==> config.mk <==
export PLATFORM = sky130hd
export DESIGN_NAME = fmss_regs
export DESIGN_NICKNAME = d
export VERILOG_FILES = /design/src/fmss_pkg.sv /design/src/fmss_compare.sv /design/src/fmss_regs.sv
export SDC_FILE = /design/constraint.sdc
export NUM_CORES = 1
export LEC_CHECK = 0
export BUFFER_PORTS_ARGS = -buffer_cell sky130_fd_sc_hd__buf_2
export CORE_MARGIN = 1
export CORE_UTILIZATION = 45
export CTS_BUF_LIST = sky130_fd_sc_hd__clkbuf_2
export DETAILED_ROUTE_END_ITERATION = 8
export PLACE_DENSITY = 0.8
export REMOVE_ABC_BUFFERS = 1
export SLEW_MARGIN = 25
export SYNTH_ARGS = -nofsm -noshare
export SYNTH_HDL_FRONTEND = slang
export SYNTH_SLANG_ARGS = --single-unit
==> constraint.sdc <==
create_clock -name clk -period 1.1 [get_ports clk]
set_input_delay 0.055 -clock clk [delete_from_list [all_inputs] [get_ports clk]]
set_output_delay 0.055 -clock clk [all_outputs]
set_load 0.02 [all_outputs]
==> src/fmss_pkg.sv <==
package fmss_pkg;
	// register offsets on the local microcontroller port
	localparam logic [7:0] MODE_OFS = 8'h77;
	localparam logic [7:0] NADDR_OFS = 8'h78;
	localparam logic [7:0] STAT_OFS = 8'h79;
	// host register file windows, eight bytes each
	localparam logic [7:0] WIN_LO = 8'h40;
	localparam logic [7:0] WIN_HI = 8'h60;
	localparam logic [7:0] WIN_MASK = 8'hF8;
	// mode register fields
	localparam int M_HSR = 0;
	localparam int M_HACC = 1;
	localparam int M_HSEL = 2;
	localparam int M_INTEN = 3;
	localparam int M_PUDIS = 4;
	localparam int M_PIDX = 5;
	localparam int M_SOE = 6;
	localparam int M_HARD = 7;
	// control and count field bits of the current sequencer word
	localparam int C_XFER = 0;
	localparam int C_CMPEN = 1;
	localparam int C_GPIO = 2;
	localparam int CNT_MARK = 7;
	// reset values and address width
	localparam logic [7:0] MODE_RST = 8'h00;
	localparam logic [4:0] BRANCH_RST = 5'h00;
	localparam int ADDR_W = 5;
endpackage : fmss_pkg

==> src/fmss_compare.sv <==
`timescale 1ns/1ps
// running compare of read data against a reference byte stream
module fmss_compare #(
	parameter int W = 8
) (
	// clock and reset
	input wire logic clk,
	input wire logic reset_n,
	// control
	input wire logic clear,
	input wire logic byte_en,
	// data
	input wire logic [W-1:0] rd_byte,
	input wire logic [W-1:0] ref_byte,
	// result
	output logic eq,
	output logic low
);
	typedef struct packed {
		logic eq;
		logic low;
		logic decided;
	} fmss_cmp_t;

	fmss_cmp_t st_reg, st_next;

	// first differing byte decides the order, like a string compare
	always_comb begin
		st_next = st_reg;
		if (clear) begin
			st_next.eq = 1'b1;
			st_next.low = 1'b0;
			st_next.decided = 1'b0;
		end else if (byte_en && !st_reg.decided && rd_byte != ref_byte) begin
			st_next.eq = 1'b0;
			st_next.low = rd_byte < ref_byte;
			st_next.decided = 1'b1;
		end
	end

	always_ff @(posedge clk or negedge reset_n) begin
		if (!reset_n) begin
			st_reg <= '{eq: 1'b1, low: 1'b0, decided: 1'b0};
		end else begin
			st_reg <= st_next;
		end
	end

	assign eq = st_reg.eq;
	assign low = st_reg.low;
endmodule : fmss_compare

==> src/fmss_regs.sv <==
// Summary of operation
// host status read sets flag; read clears
// access disabled: neither host window decoded
// decode select picks 40H or 60H window
// enable bit gates whole local interrupt
// pull-up disable makes interrupt open drain
// programmed index bit acts as index
// output enable drives control bit 2 out
// sector bit picks hard or soft mode
// hardware reset clears mode register
// next-address read returns five-bit address
// write at same offset loads branch address
// branch address cleared by both resets
// compare-equal over enabled bytes, valid in ECC
// compare-low under same conditions
// ECC error when syndrome non-zero at end
// correctable flag valid after shift falls
// stopped flag; halt drops read/write gates
// branch active set on branch, read clears
// transfer status mirrors control bit 0
// mark flag set, cleared at ECC or stop
// soft or hard reset stops formatter
// single-byte accesses; clear on completed read
`timescale 1ns/1ps
module fmss_regs (
	// clock and reset
	input wire logic clk,
	input wire logic reset_n,
	// microcontroller register port
	input wire logic [7:0] mcu_addr,
	input wire logic [7:0] mcu_wdata,
	input wire logic mcu_wr,
	input wire logic mcu_rd,
	output logic [7:0] mcu_rdata,
	// host window decode
	output logic host_file_hit,
	output logic ext_space_hit,
	// formatter control
	input wire logic soft_reset,
	input wire logic ecc_shift_ctrl,
	output logic fmt_hold,
	// sequencer word and state
	input wire logic [4:0] next_addr,
	input wire logic [7:0] ctrl_field,
	input wire logic [7:0] count_field,
	input wire logic branch_met,
	input wire logic seq_halted,
	input wire logic in_ecc_field,
	input wire logic op_start,
	output logic [4:0] branch_addr,
	// compare datapath
	input wire logic cmp_byte,
	input wire logic [7:0] read_byte,
	input wire logic [7:0] buf_byte,
	input wire logic [7:0] control_store_byte,
	input wire logic search_op,
	// error correction
	input wire logic ecc_last_bit,
	input wire logic syndrome_nz,
	input wire logic corr_found,
	input wire logic ecc_bytes_done,
	// host side event
	input wire logic host_status_read,
	// local interrupt pin
	input wire logic int_src,
	output logic int_o,
	output logic int_oe_n,
	output logic int_pullup_en,
	// general input/output pin
	output logic gpio_o,
	output logic gpio_oe_n,
	// index, sector and mark
	input wire logic index_in,
	input wire logic mark_or_sector_pin,
	output logic index_active,
	output logic hard_sector,
	output logic sector_edge,
	output logic mark_detect,
	// disk gates
	input wire logic read_gate_req,
	input wire logic write_gate_req,
	output logic read_gate,
	output logic write_gate
);
	typedef struct packed {
		logic [7:0] mode;
		logic [4:0] branch;
		logic ecc_err;
		logic corr;
		logic shift_prev;
		logic branch_act;
		logic mark_act;
		logic pin_prev;
		logic [7:0] rdata;
		logic host_hit;
		logic ext_hit;
		logic int_oe_n;
		logic pullup_en;
		logic gpio_o;
		logic gpio_oe_n;
		logic index_act;
		logic sector_edge;
		logic mark_det;
		logic rg;
		logic wg;
		logic hold;
	} fmss_state_t;

	fmss_state_t st_reg, st_next;
	logic cmp_eq, cmp_low;
	logic stopped;
	logic mode_hsr_q;
	logic [7:0] status;

	// address falls inside an eight-byte window
	function automatic logic fmss_in_win(input logic [7:0] a,
		input logic [7:0] base);
		fmss_in_win = (a & fmss_pkg::WIN_MASK) == base;
	endfunction : fmss_in_win

	// reference byte chosen by the search operation setting
	fmss_compare #(
		.W(8)
	) u_cmp (
		.clk(clk),
		.reset_n(reset_n),
		.clear(op_start | soft_reset),
		.byte_en(cmp_byte & ctrl_field[fmss_pkg::C_CMPEN]),
		.rd_byte(read_byte),
		.ref_byte(search_op ? buf_byte : control_store_byte),
		.eq(cmp_eq),
		.low(cmp_low)
	);

	// halt or soft reset means the sequencer stands still
	assign stopped = seq_halted | soft_reset;

	// status image; compare result is hidden until the ECC field
	always_comb begin
		status = 8'h00;
		status[0] = cmp_eq & in_ecc_field;
		status[1] = cmp_low & in_ecc_field;
		status[2] = st_reg.ecc_err;
		status[3] = st_reg.corr;
		status[4] = stopped;
		status[5] = st_reg.branch_act;
		status[6] = ctrl_field[fmss_pkg::C_XFER];
		status[7] = st_reg.mark_act;
	end

	// next state of every register and registered output
	always_comb begin
		logic rd_mode;
		logic rd_stat;
		logic wr_mode;
		logic wr_br;
		logic in40;
		logic in60;
		rd_mode = mcu_rd && mcu_addr == fmss_pkg::MODE_OFS;
		rd_stat = mcu_rd && mcu_addr == fmss_pkg::STAT_OFS;
		wr_mode = mcu_wr && mcu_addr == fmss_pkg::MODE_OFS;
		wr_br = mcu_wr && mcu_addr == fmss_pkg::NADDR_OFS;
		in40 = fmss_in_win(mcu_addr, fmss_pkg::WIN_LO);
		in60 = fmss_in_win(mcu_addr, fmss_pkg::WIN_HI);
		st_next = st_reg;

		// mode register; bit 0 is hardware-owned
		if (wr_mode) begin
			st_next.mode[7:1] = mcu_wdata[7:1];
		end
		// a host status read in the clearing cycle still lands
		if (rd_mode) begin
			st_next.mode[fmss_pkg::M_HSR] = 1'b0;
		end
		if (host_status_read) begin
			st_next.mode[fmss_pkg::M_HSR] = 1'b1;
		end

		// branch address; soft reset holds it clear
		if (soft_reset) begin
			st_next.branch = fmss_pkg::BRANCH_RST;
		end else if (wr_br) begin
			st_next.branch = mcu_wdata[4:0];
		end

		// read data captured at the completed read cycle
		if (mcu_rd) begin
			unique case (mcu_addr)
				fmss_pkg::MODE_OFS: st_next.rdata = st_reg.mode;
				fmss_pkg::NADDR_OFS: st_next.rdata = {3'h0, next_addr};
				fmss_pkg::STAT_OFS: st_next.rdata = status;
				default: st_next.rdata = 8'h00;
			endcase
		end

		// host register file decode for the current address
		st_next.host_hit = st_reg.mode[fmss_pkg::M_HACC] &&
			(st_reg.mode[fmss_pkg::M_HSEL] ? in40 : in60);
		st_next.ext_hit = (in40 | in60) && !st_next.host_hit;

		// ecc error sticks until the next operation or reset
		if (op_start || soft_reset) begin
			st_next.ecc_err = 1'b0;
		end
		if (ecc_last_bit && syndrome_nz && !soft_reset) begin
			st_next.ecc_err = 1'b1;
		end

		// correctable flag only meaningful once shifting is over
		st_next.shift_prev = ecc_shift_ctrl;
		if (ecc_shift_ctrl || soft_reset) begin
			st_next.corr = 1'b0;
		end else if (st_reg.shift_prev) begin
			st_next.corr = corr_found;
		end

		// branch active: read clears, a new branch wins
		if (rd_stat || soft_reset) begin
			st_next.branch_act = 1'b0;
		end
		if (branch_met && !stopped) begin
			st_next.branch_act = 1'b1;
		end

		// mark field active between count mark bit and ECC end
		if (ecc_bytes_done || stopped) begin
			st_next.mark_act = 1'h0;
		end
		if (!ctrl_field[fmss_pkg::C_XFER] &&
			count_field[fmss_pkg::CNT_MARK] && !stopped) begin
			st_next.mark_act = 1'h1;
		end

		// interrupt pin only ever pulls low, so it can be shared
		st_next.int_oe_n = !(st_reg.mode[fmss_pkg::M_INTEN] && int_src);
		st_next.pullup_en = !st_reg.mode[fmss_pkg::M_PUDIS];

		// general pin becomes an output under sequencer control
		st_next.gpio_oe_n = !st_reg.mode[fmss_pkg::M_SOE];
		st_next.gpio_o = ctrl_field[fmss_pkg::C_GPIO];

		// index from pin or from the programmed bit
		st_next.index_act = !soft_reset &&
			(index_in || st_reg.mode[fmss_pkg::M_PIDX]);

		// shared pin: sector edge in hard mode, mark in soft mode
		st_next.pin_prev = mark_or_sector_pin;
		st_next.sector_edge = st_reg.mode[fmss_pkg::M_HARD] && !soft_reset &&
			mark_or_sector_pin && !st_reg.pin_prev;
		st_next.mark_det = !st_reg.mode[fmss_pkg::M_HARD] && !soft_reset &&
			!mark_or_sector_pin;

		// gates dropped whenever the sequencer is stopped
		st_next.rg = read_gate_req && !stopped;
		st_next.wg = write_gate_req && !stopped;
		st_next.hold = soft_reset;
	end

	// hardware reset clears the mode register and flags; pin output enables, pull-up and hold come up set
	always_ff @(posedge clk or negedge reset_n) begin
		if (!reset_n) begin
			st_reg <= '0;
			st_reg.mode <= fmss_pkg::MODE_RST;
			st_reg.branch <= fmss_pkg::BRANCH_RST;
			st_reg.int_oe_n <= 1'b1;
			st_reg.pullup_en <= 1'b1;
			st_reg.gpio_oe_n <= 1'b1;
			st_reg.hold <= 1'b1;
		end else begin
			st_reg <= st_next;
		end
	end

	// outputs straight from the state flops, int_o tied low
	assign mcu_rdata = st_reg.rdata;
	assign host_file_hit = st_reg.host_hit;
	assign ext_space_hit = st_reg.ext_hit;
	assign fmt_hold = st_reg.hold;
	assign branch_addr = st_reg.branch;
	assign int_o = 1'b0;
	assign int_oe_n = st_reg.int_oe_n;
	assign int_pullup_en = st_reg.pullup_en;
	assign gpio_o = st_reg.gpio_o;
	assign gpio_oe_n = st_reg.gpio_oe_n;
	assign index_active = st_reg.index_act;
	assign hard_sector = st_reg.mode[fmss_pkg::M_HARD];
	assign sector_edge = st_reg.sector_edge;
	assign mark_detect = st_reg.mark_det;
	assign read_gate = st_reg.rg;
	assign write_gate = st_reg.wg;

	assign mode_hsr_q = st_reg.mode[fmss_pkg::M_HSR];
endmodule : fmss_regs

==> impl_metrics.json <==
{
  "core.rowCount": 24,
  "yosys-top-cells-count": "37 x sky130_fd_sc_hd__dfrtp_1, 14 x sky130_fd_sc_hd__buf_4, 13 x sky130_fd_sc_hd__mux2i_1, 13 x sky130_fd_sc_hd__nor2_1, 10 x sky130_fd_sc_hd__nand2_1",
  "power.internal_w": 0.00231,
  "clkLatencyLatePin_ns": 0.41,
  "cp_cell_sequence": "buf_6",
  "slowest_stage_delay_cp_ns": 0.57,
  "max_freq_mhz": 885,
  "final_layout_size_suffix_gt1_share_pct": 45.0,
  "grt_pass1_vias": 2037,
  "layout.nets": 412,
  "worstPathMaxFanout": 1,
  "hpwl_mm": 3.79,
  "fp.dieW_um": 70.4,
  "clock_tree_from_tritoncts": "built",
  "finalCoreUtilization_pct": 71.5,
  "vdd_drop_max_mv": 1.16,
  "synthCells": 188,
  "met3WireLength_um": 303,
  "power.combinational.fraction_pct": 18.3,
  "viasPerCell": 5.13,
  "setup_viol_count_final": 5,
  "clockRootBuffer": "sky130_fd_sc_hd__clkbuf_2",
  "fill_cells": 340,
  "final.setup.worst_slack_ns": -0.0294,
  "end_kind": "output pin",
  "share_seq_of_total_power_pct": 52.7,
  "critical_path.top_delay_family": "flip-flops",
  "floorplan.initialDensity_pct": 47.7,
  "critPathKind": "reg2out",
  "htree_num_levels": 2,
  "syn2layout_area_growth_pct": 49.8,
  "post_synth.cell_area_avg_sq_um": 11.2,
  "io_buffers": 96,
  "cts.sink_count": 42,
  "yosys.cell_count.top_type": "sky130_fd_sc_hd__dfrtp_1",
  "route.top_layer_used": "met4",
  "pwr_density_cell_mw_per_mm2": 973,
  "routed-via-count": 1919,
  "die_h_um": 70.4,
  "unrepaired_setup_endpoints_after_global_routing": "yes",
  "class_of_the_most_critical_hold_timing_path": "in2reg",
  "synth_seq_area_share_pct": 50.2,
  "critPathArrivalTime_ns": 1.07,
  "detail_route.wirelength_mm": 5.85,
  "synth_edf_count": 0,
  "drv_slew": 0,
  "numCtsBuffers": 5,
  "cts_max_path_buffers": 2,
  "gp_congestion": 0.725,
  "global_route.overflow_total": 0,
  "p_total_w": 0.00307,
  "finalWorstPathRequiredPeriod_ns": 1.13,
  "totalNegativeSetupSlack_ns": -0.105,
  "drtIter0Drc": 110,
  "floorplan.io_pins": 110,
  "synth_seq_cells": 42,
  "worst_path_max_delay_cell": "sky130_fd_sc_hd__dfstp_2",
  "drt_pre_antenna_iters": 4,
  "core_region_area_sq_mm": 0.00441,
  "maximum_number_of_pins_on_one_net_before_global_route_repair": 43,
  "final.hold.worst_slack_ns": -0.0742,
  "die_area_sq_mm": 0.00496,
  "layout_worst_path_cycle_share_pct": 103,
  "n_diodes": 0,
  "library_cell_with_the_largest_summed_area_after_synthesis": "sky130_fd_sc_hd__dfrtp_1",
  "syn_area_sq_mm": 0.00211,
  "share_clk_of_total_power_pct": 29.0,
  "post_detailed_route_count_of_antenna_violating_nets": 0,
  "synth_cell_types": 40,
  "power_leakage_nw": 1.66,
  "post-synth-top-area-fraction_pct": 44.0,
  "synth-main-ff-cell": "sky130_fd_sc_hd__dfrtp_1",
  "antenna_violations_before_repair": 0,
  "m1WireLength_mm": 2.22,
  "power.switching_w": 0.000765,
  "largest_reg_flops": 12,
  "worstPathBufferInverterCount": 1,
  "worst_ep_required_time_ns": 1.04,
  "routed_wl_met2_mm": 3.24,
  "violations": "negative hold slack, negative setup slack",
  "asyncSetResetFlopFracSynth_pct": 100,
  "grt_first_pass_wirelength_mm": 9.03,
  "power.share.switching_pct": 24.9,
  "synthesis.yosys.warnings": 0,
  "maxCapViolations": 0,
  "netlist_top_cells_area": "sky130_fd_sc_hd__dfrtp_1 44%, sky130_fd_sc_hd__dfstp_2 6.2%, sky130_fd_sc_hd__mux2i_1 6.2%",
  "worst_clock_skew_ns": 0.0295,
  "drc_errors": 0,
  "critical_path.startpoint_type": "flop",
  "post_drt_wl_per_cell_um": 15.6,
  "finalHoldViolCount": 2,
  "status": "complete, but fails checks",
  "global_route.usage.total_pct": 23.9,
  "clk_pin_slew_ns": 0.19
}
==> layout make-up <==
class	instances	area (sq um)	share of cell area, %
Multi-Input combinational cell	116	876	27.8
Clock inverter	1	30.0	0.952
Sequential cell	42	1060	33.5
Timing Repair Buffer	147	1060	33.5
Inverter	9	33.8	1.07
Clock buffer	7	35.0	1.11
Tap cell	52	65.1	2.06
==> logic make-up (layout without fill, tap and decap cells) <==
| group | Yosys count | after routing | synth area share (%) |
|---|---|---|---|
| buffers and inverters | 30 | 164 | 8.67 |
| AND/OR/NAND/NOR | 51 | 51 | 13.5 |
| XOR/XNOR | 1 | 1 | 0.416 |
| adder cells (fa/ha/maj) | 8 | 8 | 4.75 |
| AO/OA/AOI/OAI | 34 | 34 | 11.8 |
| other | 1 | 1 | 0.178 |
| flip-flops | 42 | 42 | 50.2 |
| multiplexers | 21 | 21 | 10.5 |
==> routing by layer <==
layer	vias to the layer above	global-route usage [%]
met5	-	0
met4	0	6.00
met3	8	6.64
met2	70	45.8
met1	920	25.2
li1	921	-
==> through the flow <==
| stage | hold WS, ns | cell area [sq um] | worst slack, ns | std cells |
|---|---|---|---|---|
| global route | -0.110 | 3150 | -0.0970 | 374 |
| global placement | 0.0424 | 2610 | -0.349 | 326 |
| finish | -0.0742 | 3150 | -0.0294 | 374 |
| floorplan | -0.241 | 1960 | -0.135 | 167 |
| CTS | -0.106 | 2990 | -0.0503 | 363 |
| detailed placement | 0.0437 | 2610 | -0.420 | 326 |
==> power groups by stage <==
stage | Clock (W) | Sequential [W] | Combinational, W
2_1_floorplan | 0 | 0.00166 | 0.000147
5_1_grt | 0.000969 | 0.00163 | 0.000614
4_1_cts | 0.000907 | 0.00162 | 0.000536
3_3_place_gp | 0 | 0.00164 | 0.000426
3_5_place_dp | 0 | 0.00164 | 0.000447
6_report | 0.000890 | 0.00162 | 0.000562
==> layout by cell type (no fill, tap or decap), types with 2 or more instances in the layout <==
| master | Yosys | final |
|---|---|---|
| sky130_fd_sc_hd__a21oi_1 | 6 | 6 |
| sky130_fd_sc_hd__a221o_1 | 3 | 3 |
| sky130_fd_sc_hd__a22oi_1 | 8 | 8 |
| sky130_fd_sc_hd__and2_1 | 3 | 3 |
| sky130_fd_sc_hd__and4b_1 | 2 | 2 |
| sky130_fd_sc_hd__buf_12 | 0 | 2 |
| sky130_fd_sc_hd__buf_2 | 2 | 81 |
| sky130_fd_sc_hd__buf_4 | 14 | 19 |
| sky130_fd_sc_hd__buf_6 | 2 | 15 |
| sky130_fd_sc_hd__clkbuf_2 | 0 | 7 |
| sky130_fd_sc_hd__dfrtp_1 | 37 | 37 |
| sky130_fd_sc_hd__dfstp_2 | 5 | 5 |
| sky130_fd_sc_hd__dlygate4sd3_1 | 0 | 30 |
| sky130_fd_sc_hd__ha_1 | 8 | 8 |
| sky130_fd_sc_hd__inv_1 | 9 | 9 |
| sky130_fd_sc_hd__mux2_2 | 8 | 8 |
| sky130_fd_sc_hd__mux2i_1 | 13 | 12 |
| sky130_fd_sc_hd__nand2_1 | 10 | 10 |
| sky130_fd_sc_hd__nand3_1 | 3 | 3 |
| sky130_fd_sc_hd__nand4_1 | 3 | 3 |
| sky130_fd_sc_hd__nor2_1 | 13 | 13 |
| sky130_fd_sc_hd__nor2b_1 | 2 | 2 |
| sky130_fd_sc_hd__nor3_1 | 7 | 7 |
| sky130_fd_sc_hd__o21ai_0 | 5 | 5 |
| sky130_fd_sc_hd__o2bb2ai_1 | 5 | 5 |
==> final timing paths <==
kind | from | end | slack [ns] | cells past startpoint
max reg2reg | st_reg[25] | mcu_rdata[2] | 0.05 | 3
min | mcu_addr[7] | ext_space_hit | -0.07 | 3
max | gpio_oe_n | gpio_oe_n | -0.03 | 1
max in group asynchronous | reset_n | int_oe_n | 0.67 | 3
min in group asynchronous | reset_n | mcu_rdata[7] | 0.13 | 3
min reg2reg | st_reg[37] | gpio_oe_n | 0.43 | 1
==> repair_timing <==
action	in CTS	in global routing
hold buffers	28	2
setup buffers	1	9
resized for setup	8	25
hold endpoints to repair	75	4
endpoints found under the setup margin	5	20
pin swaps	0	1
Note: power is estimated with default switching activity, not from simulation.
